`src/core/scs_pkg.sv`:
```
/*
 * Constants, register map and state type for the converter sequencer.
 * Assumes a 20 MHz system clock and an APB master with 32-bit data.
 */
`default_nettype none
package scs_pkg;
	// Clock rates, and the internal 2 MHz converter clock as a divide count.
	localparam int SYS_CLK_HZ = 20_000_000;
	localparam int INT_CLK_HZ = 2_000_000;
	localparam int INT_DIV    = SYS_CLK_HZ / INT_CLK_HZ;
	// Conversion lengths and key cycles in converter clocks; SYNC_SYS in system clocks.
	localparam logic [3:0] ADC_CYCLES    = 4'h0_00d;
	localparam logic [3:0] ADC_SAMPLE    = 4'h0_003;
	localparam logic [3:0] DAC_CYCLES    = 4'h0_00b;
	localparam logic [3:0] DAC_BUILD     = 4'h0_002;
	localparam logic [3:0] DAC_OUT_CYCLE = 4'h0_007;
	localparam logic [1:0] SYNC_SYS      = 2'h0_002;
	// Register byte offsets.
	localparam logic [7:0] CTRL_OFF  = 8'h0_000;
	localparam logic [7:0] INPUT_OFF = 8'h0_004;
	localparam logic [7:0] RES_H_OFF = 8'h0_008;
	localparam logic [7:0] RES_L_OFF = 8'h0_00c;
	// Control register fields.
	localparam int CTRL_DONE  = 7;
	localparam int CTRL_BUSY  = 6;
	localparam int CTRL_DAC   = 5;
	localparam int CTRL_EN    = 4;
	localparam int CTRL_LJ    = 3;
	localparam int CTRL_CKS_L = 0;
	// Input register fields.
	localparam int IN_CONN   = 7;
	localparam int IN_TRG_L  = 5;
	localparam int IN_ISRC   = 4;
	localparam int IN_PAIR   = 3;
	localparam int IN_CH_L   = 0;
	// Channel that reaches the internal sources, and the signed flip.
	localparam logic [2:0] CH_INTERNAL = 3'h0_006;
	localparam logic [9:0] SIGN_FLIP   = 10'h0_200;
	localparam logic [9:0] TRIAL_MSB   = 10'h0_200;
	localparam logic [7:0] REG_RESET   = 8'h0_000;
	typedef enum logic [2:0] {
		ST_IDLE = 3'b001,
		ST_CONV = 3'b010,
		ST_SYNC = 3'b100
	} scs_state_t;
endpackage : scs_pkg
`default_nettype wire

```
`src/core/scs_sequencer.sv`:
```
/*
 * Digital sequencer of a 10-bit SAR converter working as ADC or DAC,
 * with an APB register slave. Assumes the analog front end, comparator
 * and timers run on sys_clk; the converter clock is an enable pulse.
 */
`default_nettype none
module scs_sequencer #(
	parameter int ADDR_W = 8
) (
	// Clock and reset.
	input  wire logic              sys_clk,
	input  wire logic              arst_n,
	// APB slave.
	input  wire logic [ADDR_W-1:0] paddr,
	input  wire logic              psel,
	input  wire logic              penable,
	input  wire logic              pwrite,
	input  wire logic [31:0]       pwdata,
	output var  logic              pready,
	output var  logic [31:0]       prdata,
	output var  logic              pslverr,
	// Events and comparator.
	input  wire logic [2:0]        timer_ovf,
	input  wire logic              isr_ack,
	input  wire logic              cmp_high,
	// Analog front end controls.
	output var  logic [2:0]        ch_sel,
	output var  logic              pair_mode,
	output var  logic              int_src,
	output var  logic              input_connected,
	output var  logic              sample_hold,
	output var  logic [9:0]        sar_trial,
	output var  logic [9:0]        dac_out,
	output var  logic              dac_pins_input_only,
	output var  logic              conv_power_on,
	output var  logic              osc_keep_on,
	output var  logic              done_flag
);
	// Register fields.
	logic [2:0]  clk_sel;
	logic        left_justify;
	logic        conv_en;
	logic        dac_mode;
	logic        busy;
	logic        connect;
	logic [1:0]  trig_sel;
	logic        isrc;
	logic        pair;
	logic [2:0]  chan;
	logic [7:0]  dac_hi;
	logic [7:0]  dac_lo;
	logic [9:0]  result;
	logic [9:0]  dac_buf;
	// Sequencer state.
	scs_pkg::scs_state_t state;
	logic [3:0]  cyc;
	logic        sync_tick_seen;
	logic [1:0]  sync_cnt;
	logic        finish;
	// Clock generation.
	logic [6:0]  pre_cnt;
	logic [3:0]  int_cnt;
	logic        int_tick;
	logic        conv_tick;
	// Bus decode.
	logic        wr_en;
	logic        sw_start;
	logic        hw_start;
	logic        start;
	logic [3:0]  n;
	logic [3:0]  bit_idx;
	logic [9:0]  next_trial;
	logic [15:0] res_word;
	logic [6:0]  pre_mask;
	logic [31:0] next_rdata;
	logic        next_err;

	// A write lands only on the edge where the master sees pready.
	assign wr_en = psel & penable & pready & pwrite;
	assign sw_start = wr_en && paddr[7:0] == scs_pkg::CTRL_OFF
		&& pwdata[scs_pkg::CTRL_BUSY] && conv_en;
	assign hw_start = trig_sel != 2'h0_000 && conv_en
		&& timer_ovf[trig_sel - 2'h0_001];
	assign start = (sw_start | hw_start) && state == scs_pkg::ST_IDLE;
	// Cycle number the current tick begins.
	assign n = cyc + 4'h0_001;
	assign bit_idx = scs_pkg::ADC_CYCLES - n;

	// Trial word: keep the bit under test if the comparator agrees,
	// then try the next lower bit.
	always_comb begin
		next_trial = sar_trial;
		if (!cmp_high) begin
			next_trial[bit_idx] = 1'b0;
		end
		if (bit_idx != 4'h0_000) begin
			next_trial[bit_idx - 4'h0_001] = 1'b1;
		end
	end

	// Sign-extend right-justified, zero-fill left-justified.
	assign res_word = left_justify ? {result, 6'h0_00}
		: {{6{result[9]}}, result};

	// Seven-bit prescaler and internal-oscillator divider run freely.
	always_ff @(posedge sys_clk or negedge arst_n) begin
		if (!arst_n) begin
			pre_cnt <= 7'h0_000;
			int_cnt <= 4'h0_000;
			int_tick <= 1'b0;
		end else begin
			pre_cnt <= pre_cnt + 7'h0_001;
			int_tick <= int_cnt == 4'(scs_pkg::INT_DIV - 1);
			if (int_cnt == 4'(scs_pkg::INT_DIV - 1)) begin
				int_cnt <= 4'h0_000;
			end else begin
				int_cnt <= int_cnt + 4'h0_001;
			end
		end
	end

	// Divide by two to the clk_sel from the prescaler, else internal.
	assign pre_mask = 7'((8'h0_001 << clk_sel) - 8'h0_001);
	always_ff @(posedge sys_clk or negedge arst_n) begin
		if (!arst_n) begin
			conv_tick <= 1'b0;
		end else if (clk_sel == 3'h0_000) begin
			conv_tick <= int_tick;
		end else begin
			conv_tick <= (pre_cnt | ~pre_mask) == 7'h0_07f;
		end
	end

	// Conversion sequencer; dropping enable aborts at once.
	always_ff @(posedge sys_clk or negedge arst_n) begin
		if (!arst_n) begin
			state <= scs_pkg::ST_IDLE;
			cyc <= 4'h0_000;
			busy <= 1'b0;
			sync_tick_seen <= 1'b0;
			sync_cnt <= 2'h0_000;
			finish <= 1'b0;
		end else begin
			finish <= 1'b0;
			case (state)
			scs_pkg::ST_IDLE: begin
				if (start) begin
					state <= scs_pkg::ST_CONV;
					cyc <= 4'h0_000;
					busy <= 1'b1;
				end
			end
			scs_pkg::ST_CONV: begin
				if (!conv_en) begin
					state <= scs_pkg::ST_IDLE;
					busy <= 1'b0;
				end else if (conv_tick) begin
					cyc <= n;
					if (n == (dac_mode ? scs_pkg::DAC_CYCLES
						: scs_pkg::ADC_CYCLES)) begin
						state <= scs_pkg::ST_SYNC;
						sync_tick_seen <= 1'b0;
						sync_cnt <= 2'h0_000;
					end
				end
			end
			scs_pkg::ST_SYNC: begin
				// One more converter clock, then two system clocks.
				if (!conv_en) begin
					state <= scs_pkg::ST_IDLE;
					busy <= 1'b0;
				end else if (!sync_tick_seen) begin
					sync_tick_seen <= conv_tick;
				end else if (sync_cnt == scs_pkg::SYNC_SYS - 2'h0_001) begin
					state <= scs_pkg::ST_IDLE;
					busy <= 1'b0;
					finish <= 1'b1;
				end else begin
					sync_cnt <= sync_cnt + 2'h0_001;
				end
			end
			default: begin
				state <= scs_pkg::ST_IDLE;
				busy <= 1'b0;
			end
			endcase
		end
	end

	// Datapath: sample, approximate, store or output.
	always_ff @(posedge sys_clk or negedge arst_n) begin
		if (!arst_n) begin
			sample_hold <= 1'b0;
			sar_trial <= 10'h0_000;
			result <= 10'h0_000;
			dac_buf <= 10'h0_000;
			dac_out <= 10'h0_000;
		end else if (state == scs_pkg::ST_IDLE) begin
			sample_hold <= 1'b0;
			if (start && dac_mode) begin
				// One system clock copies the data into the buffer.
				dac_buf <= left_justify ? {dac_hi, dac_lo[7:6]}
					: {dac_hi[1:0], dac_lo};
			end
		end else if (state == scs_pkg::ST_CONV && conv_tick) begin
			if (dac_mode) begin
				if (n == scs_pkg::DAC_BUILD) begin
					sar_trial <= dac_buf;
				end
				if (n == scs_pkg::DAC_OUT_CYCLE) begin
					dac_out <= dac_buf;
				end
			end else if (n == scs_pkg::ADC_SAMPLE) begin
				sample_hold <= 1'b1;
				sar_trial <= scs_pkg::TRIAL_MSB;
			end else if (n > scs_pkg::ADC_SAMPLE) begin
				sar_trial <= next_trial;
				if (n == scs_pkg::ADC_CYCLES) begin
					// Offset code to two's complement.
					result <= next_trial ^ scs_pkg::SIGN_FLIP;
				end
			end
		end
	end

	// Done flag: completion wins over a service-entry clear.
	always_ff @(posedge sys_clk or negedge arst_n) begin
		if (!arst_n) begin
			done_flag <= 1'b0;
		end else if (finish) begin
			done_flag <= 1'b1;
		end else if (isr_ack) begin
			done_flag <= 1'b0;
		end
	end

	// Software-writable fields.
	always_ff @(posedge sys_clk or negedge arst_n) begin
		if (!arst_n) begin
			{conv_en, dac_mode, left_justify, clk_sel} <= 6'h0_000;
			{connect, trig_sel, isrc, pair, chan} <= scs_pkg::REG_RESET;
			dac_hi <= scs_pkg::REG_RESET;
			dac_lo <= scs_pkg::REG_RESET;
		end else if (wr_en) begin
			case (paddr[7:0])
			scs_pkg::CTRL_OFF: begin
				conv_en <= pwdata[scs_pkg::CTRL_EN];
				dac_mode <= pwdata[scs_pkg::CTRL_DAC];
				left_justify <= pwdata[scs_pkg::CTRL_LJ];
				clk_sel <= pwdata[scs_pkg::CTRL_CKS_L +: 3];
			end
			scs_pkg::INPUT_OFF: begin
				connect <= pwdata[scs_pkg::IN_CONN];
				trig_sel <= pwdata[scs_pkg::IN_TRG_L +: 2];
				isrc <= pwdata[scs_pkg::IN_ISRC];
				pair <= pwdata[scs_pkg::IN_PAIR];
				chan <= pwdata[scs_pkg::IN_CH_L +: 3];
			end
			scs_pkg::RES_H_OFF: begin
				if (dac_mode) begin
					dac_hi <= pwdata[7:0];
				end
			end
			scs_pkg::RES_L_OFF: begin
				if (dac_mode) begin
					dac_lo <= pwdata[7:0];
				end
			end
			default: begin
			end
			endcase
		end
	end

	// Read mux; result reads zero in DAC mode, where it is write-only.
	always_comb begin
		next_rdata = 32'h0000_0000;
		next_err = 1'b0;
		case (paddr[7:0])
		scs_pkg::CTRL_OFF: begin
			next_rdata[7:0] = {done_flag, busy, dac_mode, conv_en,
				left_justify, clk_sel};
		end
		scs_pkg::INPUT_OFF: begin
			next_rdata[7:0] = {connect, trig_sel, isrc, pair, chan};
		end
		scs_pkg::RES_H_OFF: begin
			next_rdata[7:0] = dac_mode ? 8'h0_000 : res_word[15:8];
		end
		scs_pkg::RES_L_OFF: begin
			next_rdata[7:0] = dac_mode ? 8'h0_000 : res_word[7:0];
		end
		default: begin
			next_err = 1'b1;
		end
		endcase
	end

	// APB answer one cycle into the access phase; wait state by design.
	always_ff @(posedge sys_clk or negedge arst_n) begin
		if (!arst_n) begin
			pready <= 1'b0;
			prdata <= 32'h0000_0000;
			pslverr <= 1'b0;
		end else begin
			pready <= psel & penable & ~pready;
			pslverr <= psel & penable & ~pready & next_err;
			if (psel & penable & ~pready & ~pwrite) begin
				prdata <= next_rdata;
			end
		end
	end

	// Pin controls; DAC mode drops the pair and connect selections.
	always_ff @(posedge sys_clk or negedge arst_n) begin
		if (!arst_n) begin
			ch_sel <= 3'h0_000;
			pair_mode <= 1'b0;
			int_src <= 1'b0;
			input_connected <= 1'b0;
			dac_pins_input_only <= 1'b0;
			conv_power_on <= 1'b0;
			osc_keep_on <= 1'b0;
		end else begin
			ch_sel <= chan;
			pair_mode <= pair & ~dac_mode;
			// Internal source only means something on channel six.
			int_src <= isrc && chan == scs_pkg::CH_INTERNAL;
			input_connected <= connect & conv_en & ~dac_mode;
			dac_pins_input_only <= conv_en & dac_mode;
			conv_power_on <= conv_en;
			osc_keep_on <= conv_en && clk_sel == 3'h0_000;
		end
	end
endmodule : scs_sequencer
`default_nettype wire

```
`config.mk`:
```
export PLATFORM = sky130hd
export DESIGN_NAME = scs_sequencer
export DESIGN_NICKNAME = d
export VERILOG_FILES = /design/src/core/scs_pkg.sv /design/src/core/scs_sequencer.sv
export SDC_FILE = /design/constraint.sdc
export NUM_CORES = 1
export LEC_CHECK = 0
export BUFFER_PORTS_ARGS = -buffer_cell sky130_fd_sc_hd__clkbuf_2
export CORE_MARGIN = 10
export CORE_UTILIZATION = 60
export DETAILED_ROUTE_END_ITERATION = 6
export GPL_TIMING_DRIVEN = 0
export PLACE_DENSITY = 0.85
export SYNTH_ARGS = -nofsm -noshare
export SYNTH_HDL_FRONTEND = slang
export SYNTH_SLANG_ARGS = --single-unit
```
`constraint.sdc`:
```
create_clock -name sys_clk -period 6.4 [get_ports sys_clk]
set_input_delay 0.64 -clock sys_clk [delete_from_list [all_inputs] [get_ports sys_clk]]
set_output_delay 0.64 -clock sys_clk [all_outputs]
set_load 0.005 [all_outputs]
```
# Word-level counts from Yosys, hierarchy flattened
# Index checks and enable logic that the tools add are counted.
[word_totals]
input_bits = 50
regBits = 116
output_inout_bits = 65
wordCells = 202
[classes]
eq_ne = 29
magnitude_cmp = 6
n_reduce_logical = 37
n_bitwise = 22
n_shift = 1
muxes = 62
n_addsub = 8
[op_table]
columns = ["operator", "n"]
rows = [
  ["10-bit 2-to-1 mux", 7],
  ["8-bit case mux with 4 select lines", 1],
  ["1-bit 2-to-1 mux", 25],
  ["3-bit 2-to-1 mux", 8],
  ["8-bit by 4-bit equality test with 1-bit output, second input constant", 2],
  ["4-bit 2-to-1 mux", 4],
  ["8-bit 2-to-1 mux", 2],
  ["2-bit != test, second input constant", 8],
  ["4-bit AND reduction", 4],
  ["15-bit 2-to-1 mux", 1],
  ["1-bit logical AND", 12],
  ["2-bit 2-to-1 mux", 6],
  ["3-bit != test, second input constant", 4],
  ["2-bit nonzero test", 6],
  ["1-bit AND", 10],
  ["10-bit AND", 1],
  ["4-bit by 5-bit < comparator with 1-bit output, second input constant", 2],
  ["10-bit NOT", 1],
  ["10-bit OR", 1],
  ["5-bit AND reduction", 2],
  ["3-bit case mux with 3 select lines", 1],
  ["3-bit AND reduction", 3],
  ["4-bit by 1-bit adder with 4-bit output, second input constant", 2],
  ["1-bit demux with 4-bit select", 2],
  ["38 further kinds", 50],
]

# Longest topological paths before layout
# Gate-level depths: netlist (run 1).
[depth]
ltp_word = 14
mapped_depth = 10
ltp_nobuf = 9

# Worst setup path before layout (run 1)
# OpenSTA, ideal clock, no wires.
[synth_path]
path_kind = "reg2reg"
startpoint = "register cyc[1]"
endpoint = "register sar_trial[1]"
required_time_ns = 6.260
period_less_slack_ns = 2.636
stages_incl_launch_ff = 11
setup_time_ns = 0.140
arrival_ns = 2.496
n_path_buf = 1
setup_slack_ns = 3.764
path_cell_list = "dfrtp_1 > ha_1 > xnor2_2 > inv_2 > ha_1 > xor2_4 > xor2_1 > buf_4 > nor4_1 > nor4b_1 > o211ai_1"
[synth_between]
elab_chain_cells = 14
word_cells_on_any_way = 28
classes_between = "add/sub: 3; order compare: 5; eq/ne: 3; mux: 9; bitwise: 3; reduce/logical: 5"
[synth_lines]
columns = ["item", "line", "rtl"]
rows = [
  ["from (decl)", "scs_sequencer.sv:56", "logic [3:0] cyc;"],
  ["from (signal assigned)", "scs_sequencer.sv:158", "cyc <= n;"],
  ["4-bit by 1-bit adder with 4-bit output (*)", "scs_sequencer.sv:86", "assign n = cyc + 4'h0_001;"],
  ["parallel branches: the longest is 13 deep, another holds 4-bit by 5-bit < comparator with 1-bit output", "-", ""],
  ["to (signal assigned)", "scs_sequencer.sv:208", "sar_trial <= dac_buf;"],
  ["to (signal assigned)", "scs_sequencer.sv:215", "sar_trial <= scs_pkg::TRIAL_MSB;"],
  ["to (signal assigned)", "scs_sequencer.sv:217", "sar_trial <= next_trial;"],
  ["to (decl)", "scs_sequencer.sv:32", "output var logic [9:0] sar_trial,"],
]
# Every way passes the cells marked *. The select of a mux whose other input is x is not followed.
# A chain may end at the register's enable or synchronous reset.

# Worst setup path after layout (run 1)
# Same ends and word-level chain as after synthesis.

==> summary.md, run 1 <==
| Metric | Value |
|---|---|
| Outcome | complete, but fails checks |
| Failing checks | DRC |
| CP endpoint kind | flop |
| Power Dens Cells | 244 nW/µm² |
| Max transition margin | 0.339 |
| Fillers | 718 |
| CP max-delay cell | nor4b_1 |
| Post-route DRC | 7 |
| Overall power | 1.83 mW |
| Initial core utilization | 0.614 |
| Initial antenna violation count | 1 |
| Placer Congestion | around 0.9 |
| Crit path launch | cyc[1] |
| Required @ worst endpoint | just under 7 ns |
| Die ar. | 15000 µm² |
| Post-synthesis sequential area ratio | 0.460 |
| Number of vias per cell | between 5 and 6 |
| CP max FO | 10 |
| Post-synth EDFFs | 0 |
| Storage cell area | 2900 µm² |
| Final setup viols | 0 |
| Worst min path class | in -> async |
| Worst-Skew Late Latency | about 0.52 ns |
| GRT Total Usage | 0.226 |
| Setup TNS | 0 ns |
| DR iter-0 viols | around 490 |
| CTS Hold Bufs | 0 |
| Dpl ws | 2.92 ns |
| Post-CTS setup buffer count | 0 |
| FF-to-FF path depth | 10 |
| Via count | roughly 5.1k |
| Final Hold Vio Count | 0 |
| Post-route cell area | 7500 µm² |
| Remaining global-route overflow | 0 |
| DIE WIDTH | 123 µm |
| Post-synth top flop | dfrtp_1 |
| Yosys Warn Count | 0 |
| Buffers on Ports | 65 |
| Cts bufs inserted | 17 |
| Arrival time at the worst endpoint | 3.99 ns |
| Syn avg cell area | 10.4 µm² |
| H-tree depth | 4 |
| RSZ-0062 raised after global routing | false |
| CP bufs+invs | 2 |
| Clk sink count | 116 |
| Ant diodes | 0 |
| Cell chain of the critical path | ha_1 -> xnor2_2 -> inv_2 -> ha_1 -> xor2_4 -> xor2_1 -> buf_4 -> nor4_1 -> nor4b_1 -> o211ai_1 |
| Register clock-pin slew on the reported worst setup and hold paths | 0.06 ns |
| CTS tree | done |
| Combined area of all synthesized cells | around 6300 µm² |
| Root buffer cell | clkbuf_8 |
| Final min period | 3.63 ns |
| Maximum vdd drop | 239 µV |
| Synth Instances | a little over 600 |
| Die span in y | 123 µm |
| CTS Buffer Depth | 2 |
| CP Depth | 10 |
| Worst Tran Pin Value | 0.978 ns |
| IO Pins | 115 |
| Worst Slack Setup Final | 2.77 ns |
| Leakage | between 3 and 4 nW |
| Area grow syn2layout | 18.9% |
| Most frequent CP cell | ha_1 |
| Post-DRT Antenna Nets | 0 |
| Largest net degree at the start of global routing | 117 |
| CP top delay family | simple AND/OR/NAND/NOR gates |
| FP Rows | 37 |
| Ys async rst share | 1.00 |
| First-pass GRT wire length | 26600 µm |
| Share of cells above drive strength 1 | 0.293 |
| Yosys cell types | 74 |
| HPWL after detailed placement | 12000 µm |
| Area of the multi-input gates | 3070 µm² |
| Final Net Count | 774 |
| Routed WL | around 17000 µm |
| Total iterations of the first detailed-routing run | 7 |
| Internal reg-to-reg setup slack | 2.77 ns |
| Fin crit share | 0.568 |
| CP Launch Type | flop |
| Fmax | around 280 MHz |
| End of the critical path | sar_trial[1] |
| Max incr delay on CP | 0.86 ns |
| Max-Cap Viols | 0 |
| Max-slew violation count | 0 |
| Crit Reg-Reg Endpoint | sar_trial[1] |
| R2R Path Start | cyc[1] |
| Vias in the first global route | between 5k and 6k |
| Flops & latches, synth | ~120 |
| Post-cts repair resize count | 0 |
| DR WL/cell | between 15 and 20 µm |
| Placed cell areas | roughly 6900 µm² |
| Core footprint | 10300 µm² |
| Final Skew | 0.00617 ns |
| Critical path class | reg -> reg |
-- cell usage after synthesis (4+ instances only) --
library cell / instances / area share
inv_1: 25 / 0.015
nand2_1: 43 / 0.026
o221ai_1: 4 / 0.0056
a21oi_1: 25 / 0.020
nor3b_1: 6 / 0.0071
nand3_1: 14 / 0.011
nor4b_1: 5 / 0.0069
nand2b_1: 5 / 0.0050
a31oi_1: 9 / 0.0089
dfrtp_1: 115 / 0.46
nor2_1: 30 / 0.018
xor2_1: 4 / 0.0056
mux2_2: 57 / 0.10
nor4_1: 5 / 0.0050
nor3_1: 16 / 0.013
o21ai_0: 42 / 0.033
buf_2: 10 / 0.0079
ha_1: 11 / 0.022
a221o_1: 4 / 0.0063
nor2b_1: 16 / 0.016
xnor2_1: 10 / 0.014
buf_4: 29 / 0.034
and3_1: 13 / 0.013
a211oi_1: 7 / 0.0083
o211ai_1: 7 / 0.0083
mux2i_1: 17 / 0.027
clkbuf_1: 13 / 0.0077
-- report_power, final --
group	leakage [nW]	internal, mW	switching (mW)
Sequential	1.46	0.737	0.00268
Clock	0.276	0.612	0.337
Combinational	1.96	0.0519	0.0902
-- metal layers --
metal,GRT usage,vias to the layer above,routed length (µm)
met2,0.373,233,8170
li1,-,2346,-
met3,0.0868,22,1560
met4,0.0781,2,218
met5,0,-,7
met1,0.265,2514,6660
-- how the worst min path moves through the flow --
stage / from / to / slack (ns) / cells after the start
finish: arst_n / done_flag / 0.24 / 1
global route: arst_n / sync_tick_seen / 0.29 / 1
CTS: arst_n / done_flag / 0.27 / 1
detailed placement: chan[2] / ch_sel[2] / 0.42 / 0
global placement: finish / done_flag / 0.41 / 1
floorplan: arst_n / busy / 0.34 / 0
-- per-stage QoR --
| step | util | hold slack, ns | cells |
|---|---|---|---|
| global route | 0.730 | 0.288 | 862 |
| floorplan | - | 0.344 | 629 |
| global placement | 0.671 | 0.409 | 830 |
| detailed placement | 0.672 | 0.418 | 830 |
| CTS | 0.730 | 0.270 | 862 |
| finish | 0.730 | 0.237 | 862 |
-- worst register-to-register path: cells and delay by family (launching register included) --
| kind | cells | cell delay [ns] |
|---|---|---|
| AO/OA/AOI/OAI | 1 | 0.20 |
| XOR/XNOR | 3 | 0.91 |
| adder cells (fa/ha/maj) | 2 | 0.58 |
| buffers and inverters | 2 | 0.39 |
| flip-flops | 1 | 0.47 |
| AND/OR/NAND/NOR | 2 | 0.93 |
-- kinds of logic (layout without fill, tap and decap cells) --
kind of cell               after synthesis  count (layout)  synth area share
muxes                                   75              75             0.132
other                                    1              24          0.000594
adders and majority gates               11              11            0.0218
and+or+nand+nor                        181             181             0.159
buffers and inverters                   81             178            0.0674
DFF                                    116             116             0.460
AOI/OAI and AO/OA                      124             124             0.128
xor gates and xnor gates                17              17            0.0299
-- flip-flops by register name, indices dropped and copies added (netlist names), 7 cells and up --
register	cells
dac_buf	10
dac_out	10
result	10
sar_trial	10
dac_hi	8
dac_lo	8
prdata	8
pre_cnt	7
-- cells in the final DEF (no fill, tap or decap), drive strengths merged, types with 3 or more instances in the layout --
master,netlist,final
o221ai,4,4
mux2i,17,17
nand3,15,15
bufinv,0,3
and2,3,3
nand2,43,43
clkbuf,13,98
buf,42,42
a221o,4,4
a21oi,25,25
xnor2,11,11
ha,11,11
a211oi,8,8
mux2,57,57
clkinvlp,0,6
a31oi,9,9
nand3b,3,3
and3,13,13
nor3,18,18
a21o,3,3
dfrtp,115,115
nor4b,5,5
nor4,6,6
inv,26,27
nand4,3,3
nor2b,16,16
nor2,30,30
o21ai,42,42
nor3b,7,7
or2,3,3
conb,1,24
xor2,5,5
o211ai,7,7
or3,3,3
nand2b,5,5
-- final cells by class --
| cell class | instances | area share |
|---|---|---|
| multi-input cells | 432 | 0.409 |
| flip-flops and latches | 116 | 0.387 |
| well taps | 136 | 0.0227 |
| clock inverters | 12 | 0.0205 |
| plain buffers | 55 | 0.0437 |
| repair buffers | 65 | 0.0445 |
| inverters | 26 | 0.0130 |
| clock buffers | 20 | 0.0594 |
Power figures use the tool's default switching activity.
==> inputs of run 2 (changes only) <==
--- a/config.mk
+++ b/config.mk
@@ -5,12 +5,13 @@
 export SDC_FILE = /design/constraint.sdc
 export NUM_CORES = 1
 export LEC_CHECK = 0
+export ABC_AREA = 1
 export BUFFER_PORTS_ARGS = -buffer_cell sky130_fd_sc_hd__clkbuf_2
 export CORE_MARGIN = 10
-export CORE_UTILIZATION = 60
+export CORE_UTILIZATION = 56
 export DETAILED_ROUTE_END_ITERATION = 6
 export GPL_TIMING_DRIVEN = 0
-export PLACE_DENSITY = 0.85
+export PLACE_DENSITY = 0.81
 export SYNTH_ARGS = -nofsm -noshare
 export SYNTH_HDL_FRONTEND = slang
 export SYNTH_SLANG_ARGS = --single-unit
==> constraint.sdc (replaced) <==
create_clock -name sys_clk -period 3.81 [get_ports sys_clk]
set_input_delay 0.381 -clock sys_clk [delete_from_list [all_inputs] [get_ports sys_clk]]
set_output_delay 0.381 -clock sys_clk [all_outputs]
set_load 0.005 [all_outputs]
==> run 2 against run 1 <==
Effect of this change:
- the run ends with hold timing left
- total power increased by 75%
- utilization fell by 3.9 points
- sequential power grew 76%
- sequential share of layout area increased by 2.0 points
- wire length fell by 7.3%
- critical path type unchanged
- largest power group unchanged
- highest routed layer is now met4
==> summary.md, run 2 <==
| Metric | Value |
|---|---|
| Placed cell areas | 6510 µm² (was 6900 µm²) |
| Fin crit share | 0.658 (was 0.568) |
| CTS Buffer Depth | 2 (unchanged) |
| Flops & latches, synth | 116 (unchanged) |
| First-pass GRT wire length | 25200 µm (was 26600 µm) |
| CP max-delay cell | dfrtp_1 (was nor4b_1) |
| Power Dens Cells | 449 nW/µm² (was 244 nW/µm²) |
| Leading cell type in the layout, fill and taps excluded | nand2_1 (was dfrtp_1) |
| Vias in the first global route | 5139 (was 5141) |
| Initial core utilization | 0.573 (was 0.614) |
| CTS Hold Bufs | 0 (unchanged) |
| Maximum vdd drop | 263 µV (was 239 µV) |
| DIE WIDTH | 123 µm (about the same) |
| Final Net Count | 859 (was 774) |
| H-tree depth | 4 (unchanged) |
| Ant diodes | 0 (unchanged) |
| CP Depth | 13 (was 10) |
| Post-route DRC | 0 (was 7) |
| Synth top area cells | dfrtp_1 (49%), nand2_1 (10%), o21ai_0 (4.8%) (was dfrtp_1 (46%), mux2_2 (10%), buf_4 (3.4%)) |
| CP Launch Type | flop (unchanged) |
| Commonest cells after routing, fill and taps aside | nand2_1 (157), dfrtp_1 (115), inv_1 (68) (was dfrtp_1 (115), clkbuf_2 (64), mux2_2 (57)) |
| Worst Tran Pin Value | 0.895 ns (was 0.978 ns) |
| Core footprint | 10300 µm² (about the same) |
| Cells after DPL | 915 (was 830) |
| Routed WL | 15400 µm (was 16600 µm) |
| Most common cell in the netlist | nand2_1 (was dfrtp_1) |
| Area grow syn2layout | 20.5% (was 18.9%) |
| Syn avg cell area | 8.58 µm² (was 10.4 µm²) |
| Number of vias per cell | 5.52 (was 5.94) |
| Worst Slack Setup Final | 1.30 ns (was 2.77 ns) |
| CP top delay family | simple AND/OR/NAND/NOR gates (unchanged) |
| Post-synthesis sequential area ratio | 0.491 (was 0.460) |
| Post-route cell area | 7130 µm² (was 7500 µm²) |
| Via count | 5223 (was 5117) |
| Overall power | 3.20 mW (was 1.83 mW) |
| FP Rows | 37 (unchanged) |
| Buffers on Ports | 66 (was 65) |
| Largest area contributor in the netlist | dfrtp_1 (unchanged) |
| Final setup viols | 0 (unchanged) |
| Placer Congestion | 0.890 (was 0.882) |
| Cts bufs inserted | 17 (unchanged) |
| Share of cells above drive strength 1 | 0.218 (was 0.293) |
| Critical path class | reg -> reg (unchanged) |
| GRT Total Usage | 0.209 (was 0.226) |
| Post-DRT Antenna Nets | 0 (unchanged) |
| Die ar. | 15100 µm² (was 15000 µm²) |
| Outcome | complete, but fails checks (unchanged) |
| Leakage | 3.56 nW (was 3.70 nW) |
| Max transition margin | 0.403 (was 0.339) |
| CP max FO | 9 (was 10) |
| Remaining global-route overflow | 0 (unchanged) |
| DR iter-0 viols | 389 (was 485) |
| Required @ worst endpoint | 4.22 ns (was 6.76 ns) |
| Max incr delay on CP | 0.53 ns (was 0.86 ns) |
| CTS tree | done (unchanged) |
| Most frequent CP cell | nand2_1 (was ha_1) |
| Ys async rst share | 1.00 (unchanged) |
| DR WL/cell | 16.3 µm (was 19.3 µm) |
| IO Pins | 115 (unchanged) |
| Post-synth top flop | dfrtp_1 (unchanged) |
| Root buffer cell | clkbuf_8 (unchanged) |
| Combined area of all synthesized cells | 5920 µm² (was 6310 µm²) |
| FF-to-FF path depth | 13 (was 10) |
| Failing checks | hold timing (was DRC) |
| HPWL after detailed placement | 11200 µm (was 12000 µm) |
| Setup TNS | 0 ns (unchanged) |
| Final min period | 2.51 ns (was 3.63 ns) |
| Die span in y | 123 µm (about the same) |
| RSZ-0062 raised after global routing | false (unchanged) |
| Clk sink count | 116 (unchanged) |
| Arrival time at the worst endpoint | 2.92 ns (was 3.99 ns) |
| Synth Instances | 690 (was 606) |
| Largest net degree at the start of global routing | 117 (unchanged) |
| Total iterations of the first detailed-routing run | 5 (was 7) |
| Register clock-pin slew on the reported worst setup and hold paths | 0.06 ns (about the same) |
| Initial antenna violation count | 0 (was 1) |
| WHS | -0.0253 ns (was 0.237 ns) |
| Post-cts repair resize count | 0 (unchanged) |
| CP endpoint kind | flop (unchanged) |
| Post-synth EDFFs | 0 (unchanged) |
| Non-filler cells, final | 947 (was 862) |
| Core Util, Final | 0.691 (was 0.730) |
| Dpl ws | 1.36 ns (was 2.92 ns) |
| CP bufs+invs | 2 (unchanged) |
| Worst-Skew Late Latency | 0.53 ns (was 0.52 ns) |
| Fmax | 399 MHz (was 275 MHz) |
| Worst min path class | in -> async (unchanged) |
| Post-synth top cells | nand2_1 (157), dfrtp_1 (115), inv_1 (68) (was dfrtp_1 (115), mux2_2 (57), nand2_1 (43)) |
| Max-Cap Viols | 0 (unchanged) |
| Final Skew | 0.00754 ns (was 0.00617 ns) |
| Max-slew violation count | 0 (unchanged) |
| Cell chain of the critical path | ha_1 -> nand2_2 -> nand2_2 -> inv_1 -> ha_1 -> inv_1 -> nand3_1 -> nand2_1 -> nand2_1 -> o21ai_0 -> nand2_1 -> nand2_1 -> a21oi_1 (was ha_1 -> xnor2_2 -> inv_2 -> ha_1 -> xor2_4 -> xor2_1 -> buf_4 -> nor4_1 -> nor4b_1 -> o211ai_1) |
| Final Hold Vio Count | 29 (was 0) |
| Yosys Warn Count | 0 (unchanged) |
| Top cell type's share of synthesized area | 0.486 (was 0.456) |
| Post-CTS setup buffer count | 0 (unchanged) |
| Yosys cell types | 41 (was 74) |
## run 2: cells by family (layout without fill, tap and decap cells)
family	Yosys count	count (layout)	synth area share
AOI/OAI and AO/OA	136	136	0.125
xor gates and xnor gates	8	8	0.0118
adders and majority gates	11	11	0.0233
buffers and inverters	119	217	0.0972
DFF	116	116	0.491
muxes	19	19	0.0391
other	1	24	0.000634
and+or+nand+nor	280	280	0.212
## run 2: final cells by class
type	instances	area, µm²
fillers	807	3190
repair buffers	66	339
clock inverters	9	150
plain buffers	42	287
flip-flops and latches	116	2900
well taps	136	170
inverters	77	289
clock buffers	23	467
multi-input cells	478	2520
## run 2: worst paths after layout
path	startpoint	end	slack (ns)
min in group sys_clk	isr_ack	done_flag	0.03
max in group asynchronous	arst_n	isrc	3.22
setup reg to reg	cyc[0]	sar_trial[1]	1.30
hold reg to reg	chan[1]	ch_sel[1]	0.41
hold / removal	arst_n	done_flag	-0.03
setup / recovery	cyc[0]	sar_trial[1]	1.30
## run 2: per-layer routing
layer | share of wire | wire [µm] | global-route usage | up-vias
met5 | 0 | 0 | 0 | -
met4 | 0.027 | 413 | 0.0884 | 0
met3 | 0.076 | 1160 | 0.0556 | 48
met2 | 0.48 | 7410 | 0.335 | 210
met1 | 0.42 | 6420 | 0.263 | 2512
li1 | - | - | - | 2453
## run 2: report_power, final
part	switching [mW]	total, mW	internal, mW
combinational	0.164	0.246	0.0819
clock	0.549	1.66	1.11
sequential	0.0260	1.30	1.27
==> inputs of run 3 (changes only) <==
==> constraint.sdc (replaced) <==
create_clock -name sys_clk -period 2.6 [get_ports sys_clk]
set_input_delay 0.26 -clock sys_clk [delete_from_list [all_inputs] [get_ports sys_clk]]
set_output_delay 0.26 -clock sys_clk [all_outputs]
set_load 0.005 [all_outputs]
==> run 3 against run 2 <==
Effect of this change:
- the flow now finishes without violations
- sequential share of layout area fell by 0.12 points
- sequential cell count did not move
- worst setup slack got worse by 1.1 ns
- combinational power rose by 48%
- total power rose by 47%
- cell count rose by 0.21%
- fmax rose by 6.1%
- non-clock buffer count rose by 2
- register-to-register slack got worse by 1.1 ns
- highest routed layer unchanged
==> summary.md, run 3 (same netlist as run 2, synthesis figures left out) <==
| Metric | Value |
|---|---|
| Ant diodes | 0 (unchanged) |
| CTS tree | done (unchanged) |
| Max-Cap Viols | 0 (unchanged) |
| Cells after DPL | 915 (unchanged) |
| HPWL after detailed placement | 11200 µm (unchanged) |
| Register clock-pin slew on the reported worst setup and hold paths | 0.06 ns (about the same) |
| Final Hold Vio Count | 0 (was 29) |
| Via count | 5195 (was 5223) |
| Root buffer cell | clkbuf_8 (unchanged) |
| Vias in the first global route | 5150 (was 5139) |
| Area of the multi-input gates | 2530 µm² (was 2520 µm²) |
| RSZ-0062 raised after global routing | false (unchanged) |
| Fin crit share | 0.909 (was 0.658) |
| Final min period | 2.36 ns (was 2.51 ns) |
| Commonest cells after routing, fill and taps aside | nand2_1 (157), dfrtp_1 (114), inv_1 (68) (was nand2_1 (157), dfrtp_1 (115), inv_1 (68)) |
| Buffers on Ports | 66 (unchanged) |
| Post-DRT Antenna Nets | 0 (unchanged) |
| DR iter-0 viols | 414 (was 389) |
| Fmax | 423 MHz (was 399 MHz) |
| Die span in y | 123 µm (unchanged) |
| DR WL met3 | 1160 µm (about the same) |
| Placer Congestion | 0.890 (unchanged) |
| Maximum vdd drop | 386 µV (was 263 µV) |
| Share of cells above drive strength 1 | 0.220 (was 0.218) |
| CP endpoint kind | flop (unchanged) |
| Initial core utilization | 0.573 (unchanged) |
| Non-filler cells, final | 949 (was 947) |
| Routed WL | 15400 µm (about the same) |
| DR WL/cell | 16.3 µm (about the same) |
| Dpl ws | 0.148 ns (was 1.36 ns) |
| Metal-1 WL | 6400 µm (was 6420 µm) |
| Post-CTS setup buffer count | 0 (unchanged) |
| Arrival time at the worst endpoint | 2.77 ns (was 2.92 ns) |
| First-pass GRT wire length | 25300 µm (was 25200 µm) |
| H-tree depth | 4 (unchanged) |
| DIE WIDTH | 123 µm (unchanged) |
| Max-slew violation count | 0 (unchanged) |
| Final Skew | 0.00733 ns (was 0.00754 ns) |
| Worst-Skew Late Latency | 0.53 ns (about the same) |
| Final Net Count | 861 (was 859) |
| Storage cell area | 2910 µm² (was 2900 µm²) |
| Power Dens Cells | 656 nW/µm² (was 449 nW/µm²) |
| Post-route DRC | 0 (unchanged) |
| Highest routed layer | met4 (unchanged) |
| CTS Buffer Depth | 2 (unchanged) |
| Met2 WL | 7500 µm (was 7410 µm) |
| Outcome | finished, final reports clean (was complete, but fails checks) |
| Fillers | 805 (was 807) |
| Placed cell areas | 6510 µm² (unchanged) |
| CP max FO | 7 (was 9) |
| FP Rows | 37 (unchanged) |
| Leakage | 3.57 nW (was 3.56 nW) |
| Worst Slack Setup Final | 0.236 ns (was 1.30 ns) |
| Core footprint | 10300 µm² (unchanged) |
| Initial antenna violation count | 0 (unchanged) |
| Required @ worst endpoint | 3.01 ns (was 4.22 ns) |
| Final setup viols | 0 (unchanged) |
| Total iterations of the first detailed-routing run | 5 (unchanged) |
| Critical path class | reg -> reg (unchanged) |
| Area grow syn2layout | 20.9% (was 20.5%) |
| Number of vias per cell | 5.47 (was 5.52) |
| IO Pins | 115 (unchanged) |
| Cts bufs inserted | 17 (unchanged) |
| Die ar. | 15100 µm² (unchanged) |
| Clk sink count | 116 (unchanged) |
| Post-route cell area | 7150 µm² (was 7130 µm²) |
| GRT Total Usage | 0.210 (was 0.209) |
| Largest net degree at the start of global routing | 117 (unchanged) |
| Remaining global-route overflow | 0 (unchanged) |
| Worst min path class | in -> reg (was in -> async) |
| Worst Tran Pin Value | 0.901 ns (was 0.895 ns) |
| CP Launch Type | flop (unchanged) |
| Max transition margin | 0.399 (was 0.403) |
| Leading cell type in the layout, fill and taps excluded | nand2_1 (unchanged) |
## run 3: cell count changes in the layout (fill, tap and decap cells not counted)
cell	before	now
dfrtp_1	115	114
ha_2	0	1
dlygate4sd3_1	0	2
dfrtp_2	0	1
ha_1	11	10
## run 3: per-stage QoR
stage	utilization	setup TNS, ns	hold slack, ns	total power, mW
floorplan	-	0	-0.0356	2.13
global placement	0.630	-36.40	0.398	2.27
detailed placement	0.631	0	0.396	2.28
CTS	0.693	0	0.0259	4.71
global route	0.693	0	0.0488	4.85
finish	0.693	0	0.0390	4.70
## run 3: what timing repair did
action,4_1_cts,5_1_grt
resized for setup,0,2
hold buffers,2,0
hold endpoints to repair,116,0
endpoints found under the setup margin,0,12
## run 3: worst paths after layout
check	startpoint	endpoint	slack [ns]	depth (start not counted)
max reg2reg	cyc[1]	sar_trial[1]	0.24	14
max in group asynchronous	arst_n	cyc[0]	1.52	2
min in group asynchronous	arst_n	sync_tick_seen	0.43	2
max	cyc[1]	sar_trial[1]	0.24	14
min reg2reg	chan[1]	ch_sel[1]	0.41	0
min	pwdata[7]	dac_lo[7]	0.04	3
## run 3: area by class of cell
cell class | count | area share
Inverter | 77 | 0.0404
Sequential cell | 116 | 0.406
Clock inverter | 9 | 0.0210
Multi-Input combinational cell | 478 | 0.353
Clock buffer | 23 | 0.0652
Tap cell | 136 | 0.0238
Timing Repair Buffer | 68 | 0.0502
Buffer | 42 | 0.0400
## run 3: worst max-delay path, cell delays in order (launching register included)
cell and delay, ns:
dfrtp_1 0.46, ha_2 0.27, inv_1 0.08, nand2_2 0.07
nand2_2 0.09, inv_1 0.07, ha_1 0.22, inv_1 0.09
nand3_1 0.12, nand2_1 0.12, nand2_1 0.15, o21ai_0 0.26
nand2_1 0.10, nand2_1 0.07, a21oi_1 0.07
## run 3: where the power goes
group	internal [mW]	total, mW	switching [mW]
clock network	1.63	2.43	0.806
logic	0.122	0.363	0.240
registers	1.86	1.90	0.0381
## run 3: layer usage
metal | vias to the layer above | GRT usage
met4 | 0 | 0.0884
li1 | 2454 | -
met1 | 2506 | 0.264
met2 | 195 | 0.336
met5 | - | 0
met3 | 40 | 0.0551
